File: src/common/dacv_pkg.sv
/*
  Shared constants and types for the display audio converter verb decoder:
  node and verb codes, capability words, reset values, field positions.
  Assumes a single system clock domain; the codec link is sampled, not clocked.
*/
package dacv_pkg;
  // Node addresses
  localparam logic [7:0] NID_FG = 8'h01;
  localparam logic [7:0] NID_CONV = 8'h03;
  // Twelve-bit verbs with an eight-bit payload
  localparam logic [11:0] V_SET_CLK = 12'h724;
  localparam logic [11:0] V_GET_CLK = 12'hf24;
  localparam logic [11:0] V_FG_RST = 12'h7ff;
  localparam logic [11:0] V_GET_PARAM = 12'hf00;
  localparam logic [11:0] V_POWER_STATE_REQUEST = 12'h705;
  localparam logic [11:0] V_POWER_STATE_REPORT = 12'hf05;
  localparam logic [11:0] V_SET_CS = 12'h706;
  localparam logic [11:0] V_GET_CS = 12'hf06;
  localparam logic [11:0] V_CHANNEL_STATUS_READBACK = 12'hf0d;
  localparam logic [11:0] V_CHANNEL_STATUS_BYTE1 = 12'h70d;
  localparam logic [11:0] V_WRITE_STATUS_BYTE_TWO = 12'h70e;
  localparam logic [11:0] V_SET_DC3 = 12'h73e;
  localparam logic [11:0] V_SET_DC4 = 12'h73f;
  // Four-bit verbs with a sixteen-bit payload
  localparam logic [3:0] V4_SET_FMT = 4'h2;
  localparam logic [3:0] V4_GET_FMT = 4'ha;
  // Parameter ids and their fixed answers
  localparam logic [7:0] P_AWC = 8'h09;
  localparam logic [7:0] P_PSB = 8'h0a;
  localparam logic [7:0] P_SF = 8'h0b;
  localparam logic [7:0] P_SPS = 8'h0f;
  localparam logic [31:0] AWC_VAL = 32'h0000_6619;
  localparam logic [31:0] PSB_VAL = 32'h001a_07f0;
  localparam logic [31:0] SF_VAL = 32'h0000_0005;
  localparam logic [31:0] SPS_VAL = 32'h8000_0009;
  // Reset values and power-state codes
  localparam logic [5:0] CLK_SEL_RST = 6'h00;
  localparam logic [1:0] PS_D0 = 2'h0;
  localparam logic [1:0] PS_D3 = 2'h3;
  localparam logic [7:0] CSID_RST = 8'h00;
  localparam logic [7:0] DC1_RST = 8'h01;
  localparam logic [6:0] CC_RST = 7'h00;
  localparam logic [3:0] ICT_RST = 4'h0;
  // Field positions inside payloads
  localparam int FMT_SBR_POS = 14;
  localparam int FMT_MULT_POS = 11;
  localparam int FMT_DIV_POS = 8;
  localparam int FMT_BPS_POS = 4;
  localparam int DC3_KA_POS = 7;
  // Link framing and buffering
  localparam logic [4:0] LAST_BIT = 5'h1f;
  localparam int FIFO_DEPTH = 2;
  localparam logic [1:0] FIFO_FULL = 2'h2;
  // Synchroniser lanes
  localparam int LN_RSTN = 3;
  localparam int LN_CLK = 2;
  localparam int LN_SYNC = 1;
  localparam int LN_DATA = 0;

  typedef struct packed {
    logic [3:0] cad;
    logic [7:0] nid;
    logic [19:0] verb;
  } dacv_cmd_t;

  typedef struct packed {
    logic sample_base_rate;
    logic [2:0] mult;
    logic [2:0] div;
    logic [2:0] bits_per_sample;
    logic [3:0] stream_channel_count;
  } dacv_fmt_t;

  localparam dacv_fmt_t FMT_RST = '{sample_base_rate: 1'b0, mult: 3'h0, div: 3'h0, bits_per_sample: 3'h3, stream_channel_count: 4'h1};

  typedef struct packed {
    logic ka;
    logic [3:0] iec_coding_type;
    logic [6:0] cc;
    logic [7:0] b1;
  } dacv_dc_t;

  typedef enum logic {
    LS_IDLE = 1'b0,
    LS_FRAME = 1'b1
  } dacv_lstate_t;
endpackage

File: src/hw/dacv_top.sv
/*
  Verb decoder for the audio function group and its output converter.
  Commands arrive serially on the codec link, pass a two-entry buffer,
  are decoded on the system clock and answered in the next frame.
  Assumes link pins are asynchronous to I_CLK_SYS and much slower.
*/
`timescale 1ns/1ps
// Operation
// - Clock-select write bits choose 96..6 MHz
// - Bit 5 selects 192 MHz clock
// - Clock readback one-hot (zero after reset), upper bits zero
// - Function reset restores widget power-on defaults
// - Configuration defaults survive function reset
// - Function reset leaves link logic alone
// - No status-change request after function reset
// - Decode format, stream select and power verbs
// - Accept status byte writes and combined readback
// - Format word layout; reserved bits read zero
// - Sample size codes; field resets to 011b
// - Channel count in bits 3:0, reset 1h
// - Parameter read answers 09h 0Ah 0Bh 0Fh
// - Widget capability word for output converter
// - Sample sizes 32, 24, 16 supported
// - Rates 32 to 192 kHz supported
// - AC3 and PCM supported, float not
// - Power states D0, D3, extended supported
// - Power readback: actual and echoed request
// - Stream number and lowest channel, reset zero
// - Channel status readback layout, enable resets one
// - Status byte one and category code layout
module dacv_top (
  input wire logic I_CLK_SYS, // System clock, 10 MHz
  input wire logic I_SYS_RST, // Power-on reset, async, active high
  input wire logic I_LINK_RST_N, // Link reset pin, active low
  input wire logic I_LINK_CLK, // Link bit clock pin
  input wire logic I_LINK_SYNC, // Frame sync pin
  input wire logic I_LINK_SDO, // Command bits from host
  output logic O_LINK_SDI, // Response bits to host
  output logic [5:0] O_CLK_SEL, // Selected link clock, one-hot, zero after reset
  output logic O_CONV_ACTIVE, // Converter in D0
  output logic [3:0] O_STREAM_ID, // Link stream of converter
  output logic O_DIGITAL_EN // Digital content enable
);
  // One-hot test used by the clock write; its check uses $onehot0
  function automatic logic is_onehot6(input logic [5:0] v);
    is_onehot6 = (v != 6'h00) && ((v & (v - 6'h01)) == 6'h00);
  endfunction

  // Fixed capability words by parameter id
  function automatic logic [31:0] param_word(input logic [7:0] id);
    param_word = (id == dacv_pkg::P_AWC) ? dacv_pkg::AWC_VAL :
                 (id == dacv_pkg::P_PSB) ? dacv_pkg::PSB_VAL :
                 (id == dacv_pkg::P_SF) ? dacv_pkg::SF_VAL :
                 (id == dacv_pkg::P_SPS) ? dacv_pkg::SPS_VAL : 32'h0;
  endfunction

  logic [3:0] s1_reg, s2_reg, s3_reg, filt_reg, filt_next;
  logic lclk_prev_reg;
  dacv_pkg::dacv_lstate_t lstate_reg, lstate_next;
  logic [4:0] bit_cnt_reg, bit_cnt_next;
  logic [31:0] rx_sh_reg, rx_sh_next, tx_sh_reg, tx_sh_next;
  logic sdi_reg, sdi_next;
  logic hold_v_reg, hold_v_next;
  logic [31:0] hold_reg, hold_next;
  logic [31:0] fifo_mem [0:dacv_pkg::FIFO_DEPTH-1];
  logic wp_reg, rp_reg;
  logic [1:0] cnt_reg, cnt_next;
  logic resp_v_reg, resp_v_next;
  logic [31:0] resp_reg, resp_next;
  logic [5:0] clk_sel_reg, clk_sel_next;
  dacv_pkg::dacv_fmt_t fmt_reg, fmt_next;
  logic [1:0] ps_req_reg, ps_req_next, ps_act_reg, ps_act_next;
  logic [7:0] csid_reg, csid_next;
  dacv_pkg::dacv_dc_t dc_reg, dc_next;

  // Three-stage synchroniser; a lane changes only when stages two and three agree
  assign filt_next = (s2_reg & s3_reg) | (filt_reg & (s2_reg | s3_reg));
  always_ff @(posedge I_CLK_SYS or posedge I_SYS_RST) begin
    if (I_SYS_RST) begin
      s1_reg <= 4'h0;
      s2_reg <= 4'h0;
      s3_reg <= 4'h0;
      filt_reg <= 4'h0;
      lclk_prev_reg <= 1'b0;
    end else begin
      s1_reg <= {I_LINK_RST_N, I_LINK_CLK, I_LINK_SYNC, I_LINK_SDO};
      s2_reg <= s1_reg;
      s3_reg <= s2_reg;
      filt_reg <= filt_next;
      lclk_prev_reg <= filt_reg[dacv_pkg::LN_CLK];
    end
  end

  // Link-side decodes
  wire link_rst = ~filt_reg[dacv_pkg::LN_RSTN];
  wire lclk_rise = filt_reg[dacv_pkg::LN_CLK] & ~lclk_prev_reg;
  wire l_sync = filt_reg[dacv_pkg::LN_SYNC];
  wire l_data = filt_reg[dacv_pkg::LN_DATA];
  wire frame_start = lclk_rise && l_sync && (lstate_reg == dacv_pkg::LS_IDLE);
  wire bit_done = lclk_rise && !l_sync && (lstate_reg == dacv_pkg::LS_FRAME);
  wire word_done = bit_done && (bit_cnt_reg == dacv_pkg::LAST_BIT);
  wire resp_take = frame_start && resp_v_reg;

  // Frame state; the link reset and the power-on reset clear it, never the function reset
  always_comb begin
    case (lstate_reg)
      dacv_pkg::LS_IDLE: lstate_next = frame_start ? dacv_pkg::LS_FRAME : dacv_pkg::LS_IDLE;
      dacv_pkg::LS_FRAME: lstate_next = word_done ? dacv_pkg::LS_IDLE : dacv_pkg::LS_FRAME;
      default: lstate_next = dacv_pkg::LS_IDLE;
    endcase
  end

  // Shifters: command in on each rise, response out one bit per rise
  assign bit_cnt_next = frame_start ? 5'h00 : bit_done ? 5'(bit_cnt_reg + 5'h01) : bit_cnt_reg;
  assign rx_sh_next = bit_done ? {rx_sh_reg[30:0], l_data} : rx_sh_reg;
  assign tx_sh_next = resp_take ? resp_reg : frame_start ? 32'h0 :
                      bit_done ? {tx_sh_reg[30:0], 1'b0} : tx_sh_reg;
  assign sdi_next = resp_take ? resp_reg[31] : frame_start ? 1'b0 :
                    bit_done ? tx_sh_reg[30] : sdi_reg;
  // A finished word waits here until the buffer has room
  wire fifo_in_ready = (cnt_reg != dacv_pkg::FIFO_FULL);
  wire push = hold_v_reg && fifo_in_ready;
  assign hold_v_next = word_done | (hold_v_reg & ~push);
  assign hold_next = word_done ? {rx_sh_reg[30:0], l_data} : hold_reg;

  always_ff @(posedge I_CLK_SYS or posedge I_SYS_RST) begin
    if (I_SYS_RST) begin
      lstate_reg <= dacv_pkg::LS_IDLE;
      bit_cnt_reg <= 5'h00;
      rx_sh_reg <= 32'h0;
      tx_sh_reg <= 32'h0;
      sdi_reg <= 1'b0;
      hold_v_reg <= 1'b0;
      hold_reg <= 32'h0;
    end else if (link_rst) begin
      lstate_reg <= dacv_pkg::LS_IDLE;
      bit_cnt_reg <= 5'h00;
      tx_sh_reg <= 32'h0;
      sdi_reg <= 1'b0;
      hold_v_reg <= 1'b0;
    end else begin
      lstate_reg <= lstate_next;
      bit_cnt_reg <= bit_cnt_next;
      rx_sh_reg <= rx_sh_next;
      tx_sh_reg <= tx_sh_next;
      sdi_reg <= sdi_next;
      hold_v_reg <= hold_v_next;
      hold_reg <= hold_next;
    end
  end

  // Two-entry buffer; the decoder stalls while an answer waits for its slot
  wire fifo_out_valid = (cnt_reg != 2'h0);
  wire pop = fifo_out_valid && !resp_v_reg;
  assign cnt_next = 2'(cnt_reg + {1'b0, push} - {1'b0, pop});
  always_ff @(posedge I_CLK_SYS) begin
    if (push) begin
      fifo_mem[wp_reg] <= hold_reg;
    end
  end
  always_ff @(posedge I_CLK_SYS or posedge I_SYS_RST) begin
    if (I_SYS_RST) begin
      wp_reg <= 1'b0;
      rp_reg <= 1'b0;
      cnt_reg <= 2'h0;
    end else if (link_rst) begin
      wp_reg <= 1'b0;
      rp_reg <= 1'b0;
      cnt_reg <= 2'h0;
    end else begin
      wp_reg <= wp_reg ^ push;
      rp_reg <= rp_reg ^ pop;
      cnt_reg <= cnt_next;
    end
  end

  // Command field decode from the buffer head
  dacv_pkg::dacv_cmd_t head;
  assign head = fifo_mem[rp_reg];
  wire is_fg = (head.nid == dacv_pkg::NID_FG);
  wire is_cv = (head.nid == dacv_pkg::NID_CONV);
  wire [11:0] v12 = head.verb[19:8];
  wire [3:0] v4 = head.verb[19:16];
  wire [7:0] pl = head.verb[7:0];
  wire [15:0] pl16 = head.verb[15:0];
  wire fg_rst = pop && is_fg && (v12 == dacv_pkg::V_FG_RST);
  // Only a single selected frequency is taken; other patterns are ignored
  wire wr_clk = pop && is_fg && (v12 == dacv_pkg::V_SET_CLK) && is_onehot6(pl[5:0]);
  wire wr_fmt = pop && is_cv && (v4 == dacv_pkg::V4_SET_FMT);
  wire wr_ps = pop && is_cv && (v12 == dacv_pkg::V_POWER_STATE_REQUEST);
  wire wr_cs = pop && is_cv && (v12 == dacv_pkg::V_SET_CS);
  wire wr_dc1 = pop && is_cv && (v12 == dacv_pkg::V_CHANNEL_STATUS_BYTE1);
  wire wr_dc2 = pop && is_cv && (v12 == dacv_pkg::V_WRITE_STATUS_BYTE_TWO);
  wire wr_dc3 = pop && is_cv && (v12 == dacv_pkg::V_SET_DC3);
  // Byte four holds nothing: it is accepted, answered with zero and dropped

  // Control next values; payload bits outside each field are dropped
  assign clk_sel_next = fg_rst ? dacv_pkg::CLK_SEL_RST : wr_clk ? pl[5:0] : clk_sel_reg;
  assign fmt_next = fg_rst ? dacv_pkg::FMT_RST :
                    wr_fmt ? {pl16[dacv_pkg::FMT_SBR_POS], pl16[13:11], pl16[10:8],
                              pl16[6:4], pl16[3:0]} : fmt_reg;
  assign ps_req_next = fg_rst ? dacv_pkg::PS_D3 : wr_ps ? pl[1:0] : ps_req_reg;
  // The actual state moves only for the two states the host may ask for
  wire ps_legal = (pl[1:0] == dacv_pkg::PS_D0) || (pl[1:0] == dacv_pkg::PS_D3);
  assign ps_act_next = fg_rst ? dacv_pkg::PS_D3 : (wr_ps && ps_legal) ? pl[1:0] : ps_act_reg;
  assign csid_next = fg_rst ? dacv_pkg::CSID_RST : wr_cs ? pl : csid_reg;
  assign dc_next.b1 = fg_rst ? dacv_pkg::DC1_RST : wr_dc1 ? pl : dc_reg.b1;
  assign dc_next.cc = fg_rst ? dacv_pkg::CC_RST : wr_dc2 ? pl[6:0] : dc_reg.cc;
  assign dc_next.ka = fg_rst ? 1'b0 : wr_dc3 ? pl[dacv_pkg::DC3_KA_POS] : dc_reg.ka;
  assign dc_next.iec_coding_type = fg_rst ? dacv_pkg::ICT_RST : wr_dc3 ? pl[3:0] : dc_reg.iec_coding_type;

  // Response word; sets and unknown verbs answer zero
  wire [31:0] rsp_fmt = {17'h0, fmt_reg.sample_base_rate, fmt_reg.mult, fmt_reg.div, 1'b0,
                         fmt_reg.bits_per_sample, fmt_reg.stream_channel_count};
  wire [31:0] rsp_ps = {26'h0, ps_act_reg, 2'h0, ps_req_reg};
  wire [31:0] rsp_dc = {8'h0, dc_reg.ka, 3'h0, dc_reg.iec_coding_type, 1'b0, dc_reg.cc, dc_reg.b1};
  assign resp_next = (is_fg && v12 == dacv_pkg::V_GET_CLK) ? {26'h0, clk_sel_reg} :
                     !is_cv ? 32'h0 :
                     (v4 == dacv_pkg::V4_GET_FMT) ? rsp_fmt :
                     (v12 == dacv_pkg::V_GET_PARAM) ? param_word(pl) :
                     (v12 == dacv_pkg::V_POWER_STATE_REPORT) ? rsp_ps :
                     (v12 == dacv_pkg::V_GET_CS) ? {24'h0, csid_reg} :
                     (v12 == dacv_pkg::V_CHANNEL_STATUS_READBACK) ? rsp_dc : 32'h0;
  // A new answer wins over the slot taking the old one
  assign resp_v_next = pop | (resp_v_reg & ~resp_take);

  always_ff @(posedge I_CLK_SYS or posedge I_SYS_RST) begin
    if (I_SYS_RST) begin
      resp_v_reg <= 1'b0;
      resp_reg <= 32'h0;
    end else if (link_rst) begin
      resp_v_reg <= 1'b0;
    end else begin
      resp_v_reg <= resp_v_next;
      resp_reg <= pop ? resp_next : resp_reg;
    end
  end

  // Function-group state; survives the link reset, the function reset restores it.
  // No configuration-default control lives here, and nothing raises a status change.
  always_ff @(posedge I_CLK_SYS or posedge I_SYS_RST) begin
    if (I_SYS_RST) begin
      clk_sel_reg <= dacv_pkg::CLK_SEL_RST;
      fmt_reg <= dacv_pkg::FMT_RST;
      ps_req_reg <= dacv_pkg::PS_D3;
      ps_act_reg <= dacv_pkg::PS_D3;
      csid_reg <= dacv_pkg::CSID_RST;
      dc_reg <= '{ka: 1'b0, iec_coding_type: dacv_pkg::ICT_RST, cc: dacv_pkg::CC_RST, b1: dacv_pkg::DC1_RST};
    end else begin
      clk_sel_reg <= clk_sel_next;
      fmt_reg <= fmt_next;
      ps_req_reg <= ps_req_next;
      ps_act_reg <= ps_act_next;
      csid_reg <= csid_next;
      dc_reg <= dc_next;
    end
  end

  // Outputs straight from flip-flops, except O_CONV_ACTIVE, decoded from ps_act_reg
  assign O_LINK_SDI = sdi_reg;
  assign O_CLK_SEL = clk_sel_reg;
  assign O_CONV_ACTIVE = (ps_act_reg == dacv_pkg::PS_D0);
  assign O_STREAM_ID = csid_reg[7:4];
  assign O_DIGITAL_EN = dc_reg.b1[0];
endmodule

File: config.mk
export PLATFORM = sky130hd
export DESIGN_NAME = dacv_top
export DESIGN_NICKNAME = d
export VERILOG_FILES = /design/src/common/dacv_pkg.sv /design/src/hw/dacv_top.sv
export SDC_FILE = /design/constraint.sdc
export NUM_CORES = 1
export LEC_CHECK = 0
export ABC_AREA = 1
export BUFFER_PORTS_ARGS = -buffer_cell sky130_fd_sc_hd__buf_4
export CELL_PAD_IN_SITES_DETAIL_PLACEMENT = 1
export CELL_PAD_IN_SITES_GLOBAL_PLACEMENT = 1
export CORE_MARGIN = 1
export CORE_UTILIZATION = 50
export CTS_CLUSTER_DIAMETER = 30
export DETAILED_ROUTE_END_ITERATION = 10
export GPL_ROUTABILITY_DRIVEN = 0
export PLACE_DENSITY_LB_ADDON = 0.1
export SLEW_MARGIN = 0
export SYNTH_ARGS = -nofsm -noshare
export SYNTH_HDL_FRONTEND = slang
export SYNTH_SLANG_ARGS = --single-unit
File: constraint.sdc
create_clock -name I_CLK_SYS -period 12.05 [get_ports I_CLK_SYS]
set_input_delay 3.615 -clock I_CLK_SYS [delete_from_list [all_inputs] [get_ports I_CLK_SYS]]
set_output_delay 3.615 -clock I_CLK_SYS [all_outputs]
set_load 0.02 [all_outputs]
==> flow_results.org <==
** Timing
- Total negative setup slack :: 0 ns
- Across the routed clock network, the largest skew measured is approximately 0.025 ns.
- The worst path needs slightly below 5 ns of the cycle, external delays included.
- Hold Slack :: 0.363 ns
- The final critical path takes up 40.7% of the cycle.
- Setup repair after global routing left no endpoint under its margin.
- Setup violations remaining at the end of the flow were counted as 0.
- Based on the critical path, the design can be clocked at up to 204 MHz.
- Slew Viols, Final :: 0
- Worst slew slack as a fraction of its limit :: around 36%
- The number of endpoints with negative hold slack in the final report came to 0.
- Measured slew at the worst slew-check pin :: between 0.9 and 1 ns

** Critical path
- CP Capture Type :: output pin
- Worst stage delay on the critical path :: 0.54 ns
- In this run the critical register-to-register path is launched from filt_reg[2]$_DFF_PP0_.
- WP data arrival :: approximately 1.3 ns
- The worst setup path is launched from a flip-flop.
- Crit-path cells :: nor2_1, buf_4
- The worst register-to-register path has a depth of 10.
- Data on the critical path is required at its endpoint by ~8.4 ns.
- The endpoint identified for the worst register-to-register timing path is hold_reg[0]$_DFFE_PP0P_.
- Across all register-to-register paths, the minimum setup slack is just under 9 ns.
- Total number of cells along the worst setup path :: 2
- Critical path's top delay family :: flip-flops
- The number of buffers and inverters on the critical path is 1.
- WS Path Type :: reg -> out
- CP max-delay cell :: sky130_fd_sc_hd__dfstp_2
- In this run the worst path has a maximum fanout of 3.

** Synthesis
- The netlist uses 49 different library cells.
- Average cell area after synthesis :: between 9 and 10 sq um
- Dominant cell type by area after synthesis :: sky130_fd_sc_hd__dfrtp_1
- Synthesized Nets :: roughly 1200
- Summed over its instances, the top area cell type makes up between 40% and 50% of the synthesized netlist area.
- Synthesis inferred between 200 and 250 register bits.
- Summing the sequential cell areas from Yosys gives between 50% and 60% of the chip area.
- Cell area after synthesis :: 10900 sq um
- Yosys warning total :: 0
- In the synthesized netlist, the number of instances is between 1000 and 1500.
- After synthesis, the cell types taking the most area are sky130_fd_sc_hd__dfrtp_1 (42%), sky130_fd_sc_hd__edfxtp_1 (15%), sky130_fd_sc_hd__nand2_1 (13%).

** Die
- 19 I/O pins were placed.
- Starting density of the core :: 51.3%
- Floorplan die height :: between 100 and 150 microns
- Placeable Area :: around 21000 sq um
- The die covers 22400 sq um.
- Row count :: 53
- Die Width :: around 150 microns

** CTS
- Number of CTS-inserted buffers :: 54
- Sink Count :: about 250
- TritonCTS built the clock tree.
- After clock tree synthesis, the setup repair step added 0 buffers.
- CTS Buffer Depth :: 3
- For the worst-skew pair, the clock arrives at the later sink with an insertion delay of around 0.55 ns.
- Clock-pin slew was measured on the worst setup and hold paths at ~0.05 ns.
- In this run the clock root is driven by a sky130_fd_sc_hd__clkbuf_16.
- Total of cells resized after clock tree synthesis :: 0
- Hold repair after CTS inserted 0 buffers.
- Number of levels the H-tree was split into :: 2

** Finish
- At the end of the flow, the number of nets in the layout was 1244.
- Antenna Cells :: 0
- The register with the most flip-flops in the layout has 56 of them.
- Of the cells placed in the final design, the portion with a size suffix greater than 1 is 14.8%.
- Top library cells by usage in the layout, fill and taps aside :: sky130_fd_sc_hd__nand2_1 (376), sky130_fd_sc_hd__dfrtp_1 (182), sky130_fd_sc_hd__inv_1 (126)
- Most common library cell in the layout ignoring fill and taps :: sky130_fd_sc_hd__nand2_1
- For this run, the number of standard cells in the final layout without fillers is 1544.
- Finished layout cell area :: about 13000 sq um
- Relative area change from synthesis to final layout :: 19.9%

** Place
- Placed standard-cell area :: approximately 11000 sq um
- The wire-length estimate of the detail-placed layout is about 18 mm.
- Count of input and output buffers :: 18
- Including well taps, the total number of placed cells is ~1400.

** Routing
- Mean number of vias per cell :: about 5.4
- Detailed-router iteration count before antenna repair :: 4
- Detail-routed net length per standard cell :: about 19 microns
- Detail Route Antenna Nets :: 0
- Across all layers, the routed design uses 8314 vias.
- Overall routed net length :: 29.2 mm
- Number of DRC markers after the initial detailed-route iteration :: ~510
- DRC violation count after routing :: 0

** Min path
- Hold Path End :: s2_reg[2]$_DFF_PP0_
- Kind of path behind the tightest hold check :: reg -> reg
- Startpoint of the worst hold path :: s1_reg[2]$_DFF_PP0_
- Along the worst hold path, the cell count comes to 0.

** Global route
- After global routing the overflow that remains totals 0.
- For this run, the total global-route usage over all layers was measured as between 20 and 30%.
- Via count of the first global-routing pass :: 9087
- Initial antenna violation count :: 0
- The first global-routing pass estimated around 48 mm of wire.
- Entering global routing, the biggest net connects 116 pins.

** Pwr
- Power spread over the standard cell area amounts to between 150 and 200 nW/um^2.
- Summed over all cells, the static leakage comes to approximately 0.006 uW.
- Worst vdd rail ir drop :: 0.161 mV

** Status
- The run finished with clean final reports.

** Run
- Max-cap violations in this run came to 0.
## routing by layer
metal	share of wire [%]	global-route usage (%)	routed length, microns	vias to the layer above
met5	0	0	0	-
met4	2.6	10.1	753	0
met3	4.0	4.73	1180	64
met2	51	48.4	15000	168
met1	42	34.3	12300	4172
li1	-	-	-	3910
## cell type report
cell class / count / area, sq um
Fill cell: 2367 / 8160
Sequential cell: 246 / 6450
Multi-Input combinational cell: 755 / 3650
Clock buffer: 71 / 1520
Inverter: 143 / 549
Clock inverter: 27 / 354
Tap cell: 275 / 344
Timing Repair Buffer: 27 / 203
## cells by family after synthesis
logic type / share of synthesized area [%]
AOI/OAI and AO/OA: 8.60
and+or+nand+nor: 22.9
DFF: 59.2
muxes: 0.103
adders and majority gates: 1.63
xor gates and xnor gates: 0.241
buffers and inverters: 7.33
## worst max-delay path by stage
stage,start,endpoint
3_5_place_dp,I_SYS_RST,O_CLK_SEL[0]$_DFFE_PP0P_
2_1_floorplan,I_SYS_RST,O_CLK_SEL[0]$_DFFE_PP0P_
3_3_place_gp,I_SYS_RST,tx_sh_reg[25]$_DFFE_PP0P_
5_1_grt,I_SYS_RST,dc_reg[5]$_DFFE_PP0P_
4_1_cts,ps_act_reg[1]$_DFFE_PP1P_,O_CONV_ACTIVE
6_report,ps_act_reg[1]$_DFFE_PP1P_,O_CONV_ACTIVE
## synthesized netlist by cell type (all sizes together)
master and instances:
a31oi 1, ha 11, nor2b 1, edfxtp 56
o211ai 19, o2111ai 1, dfrtp 182, clkbuf 24
nand4 16, nor2 89, mux2 1, o311ai 1
a221oi 1, o21ai 94, a22oi 3, o221ai 2
a21oi 28, nor3 10, xor2 1, o22ai 10
and2 1, inv 143, a21boi 2, xnor2 2
nand2 388, or2 2, o21bai 1, buf 17
nand3 66, dfstp 8, maj3 4
## metrics by stage
step                util, %  power [uW]  worst slack, ns
floorplan                 -         895             3.28
global placement       52.7         905             6.65
detailed placement     52.7         906             6.64
CTS                    61.6        2410             7.12
global route           61.6        2450             6.99
finish                 61.6        2390             7.14
## worst register-to-register path, cell delays in order, from the launching register on
cell and delay, ns:
sky130_fd_sc_hd__dfrtp_1 0.40, sky130_fd_sc_hd__inv_1 0.05, sky130_fd_sc_hd__nor2_1 0.17, sky130_fd_sc_hd__inv_2 0.06, sky130_fd_sc_hd__nor3_4 0.57, sky130_fd_sc_hd__inv_2 0.28, sky130_fd_sc_hd__nor2_4 0.49, sky130_fd_sc_hd__buf_4 0.50
sky130_fd_sc_hd__nand2_1 0.10, sky130_fd_sc_hd__buf_4 0.30, sky130_fd_sc_hd__mux2_2 0.37
## report_power, final
part | total [uW] | internal [uW] | switching, uW
Clock | 1500 | 1030 | 469
Combinational | 31.2 | 4.89 | 26.3
Sequential | 861 | 857 | 4.60
Total | 2390 | 1890 | 500
Power figures use the tool's default switching activity.
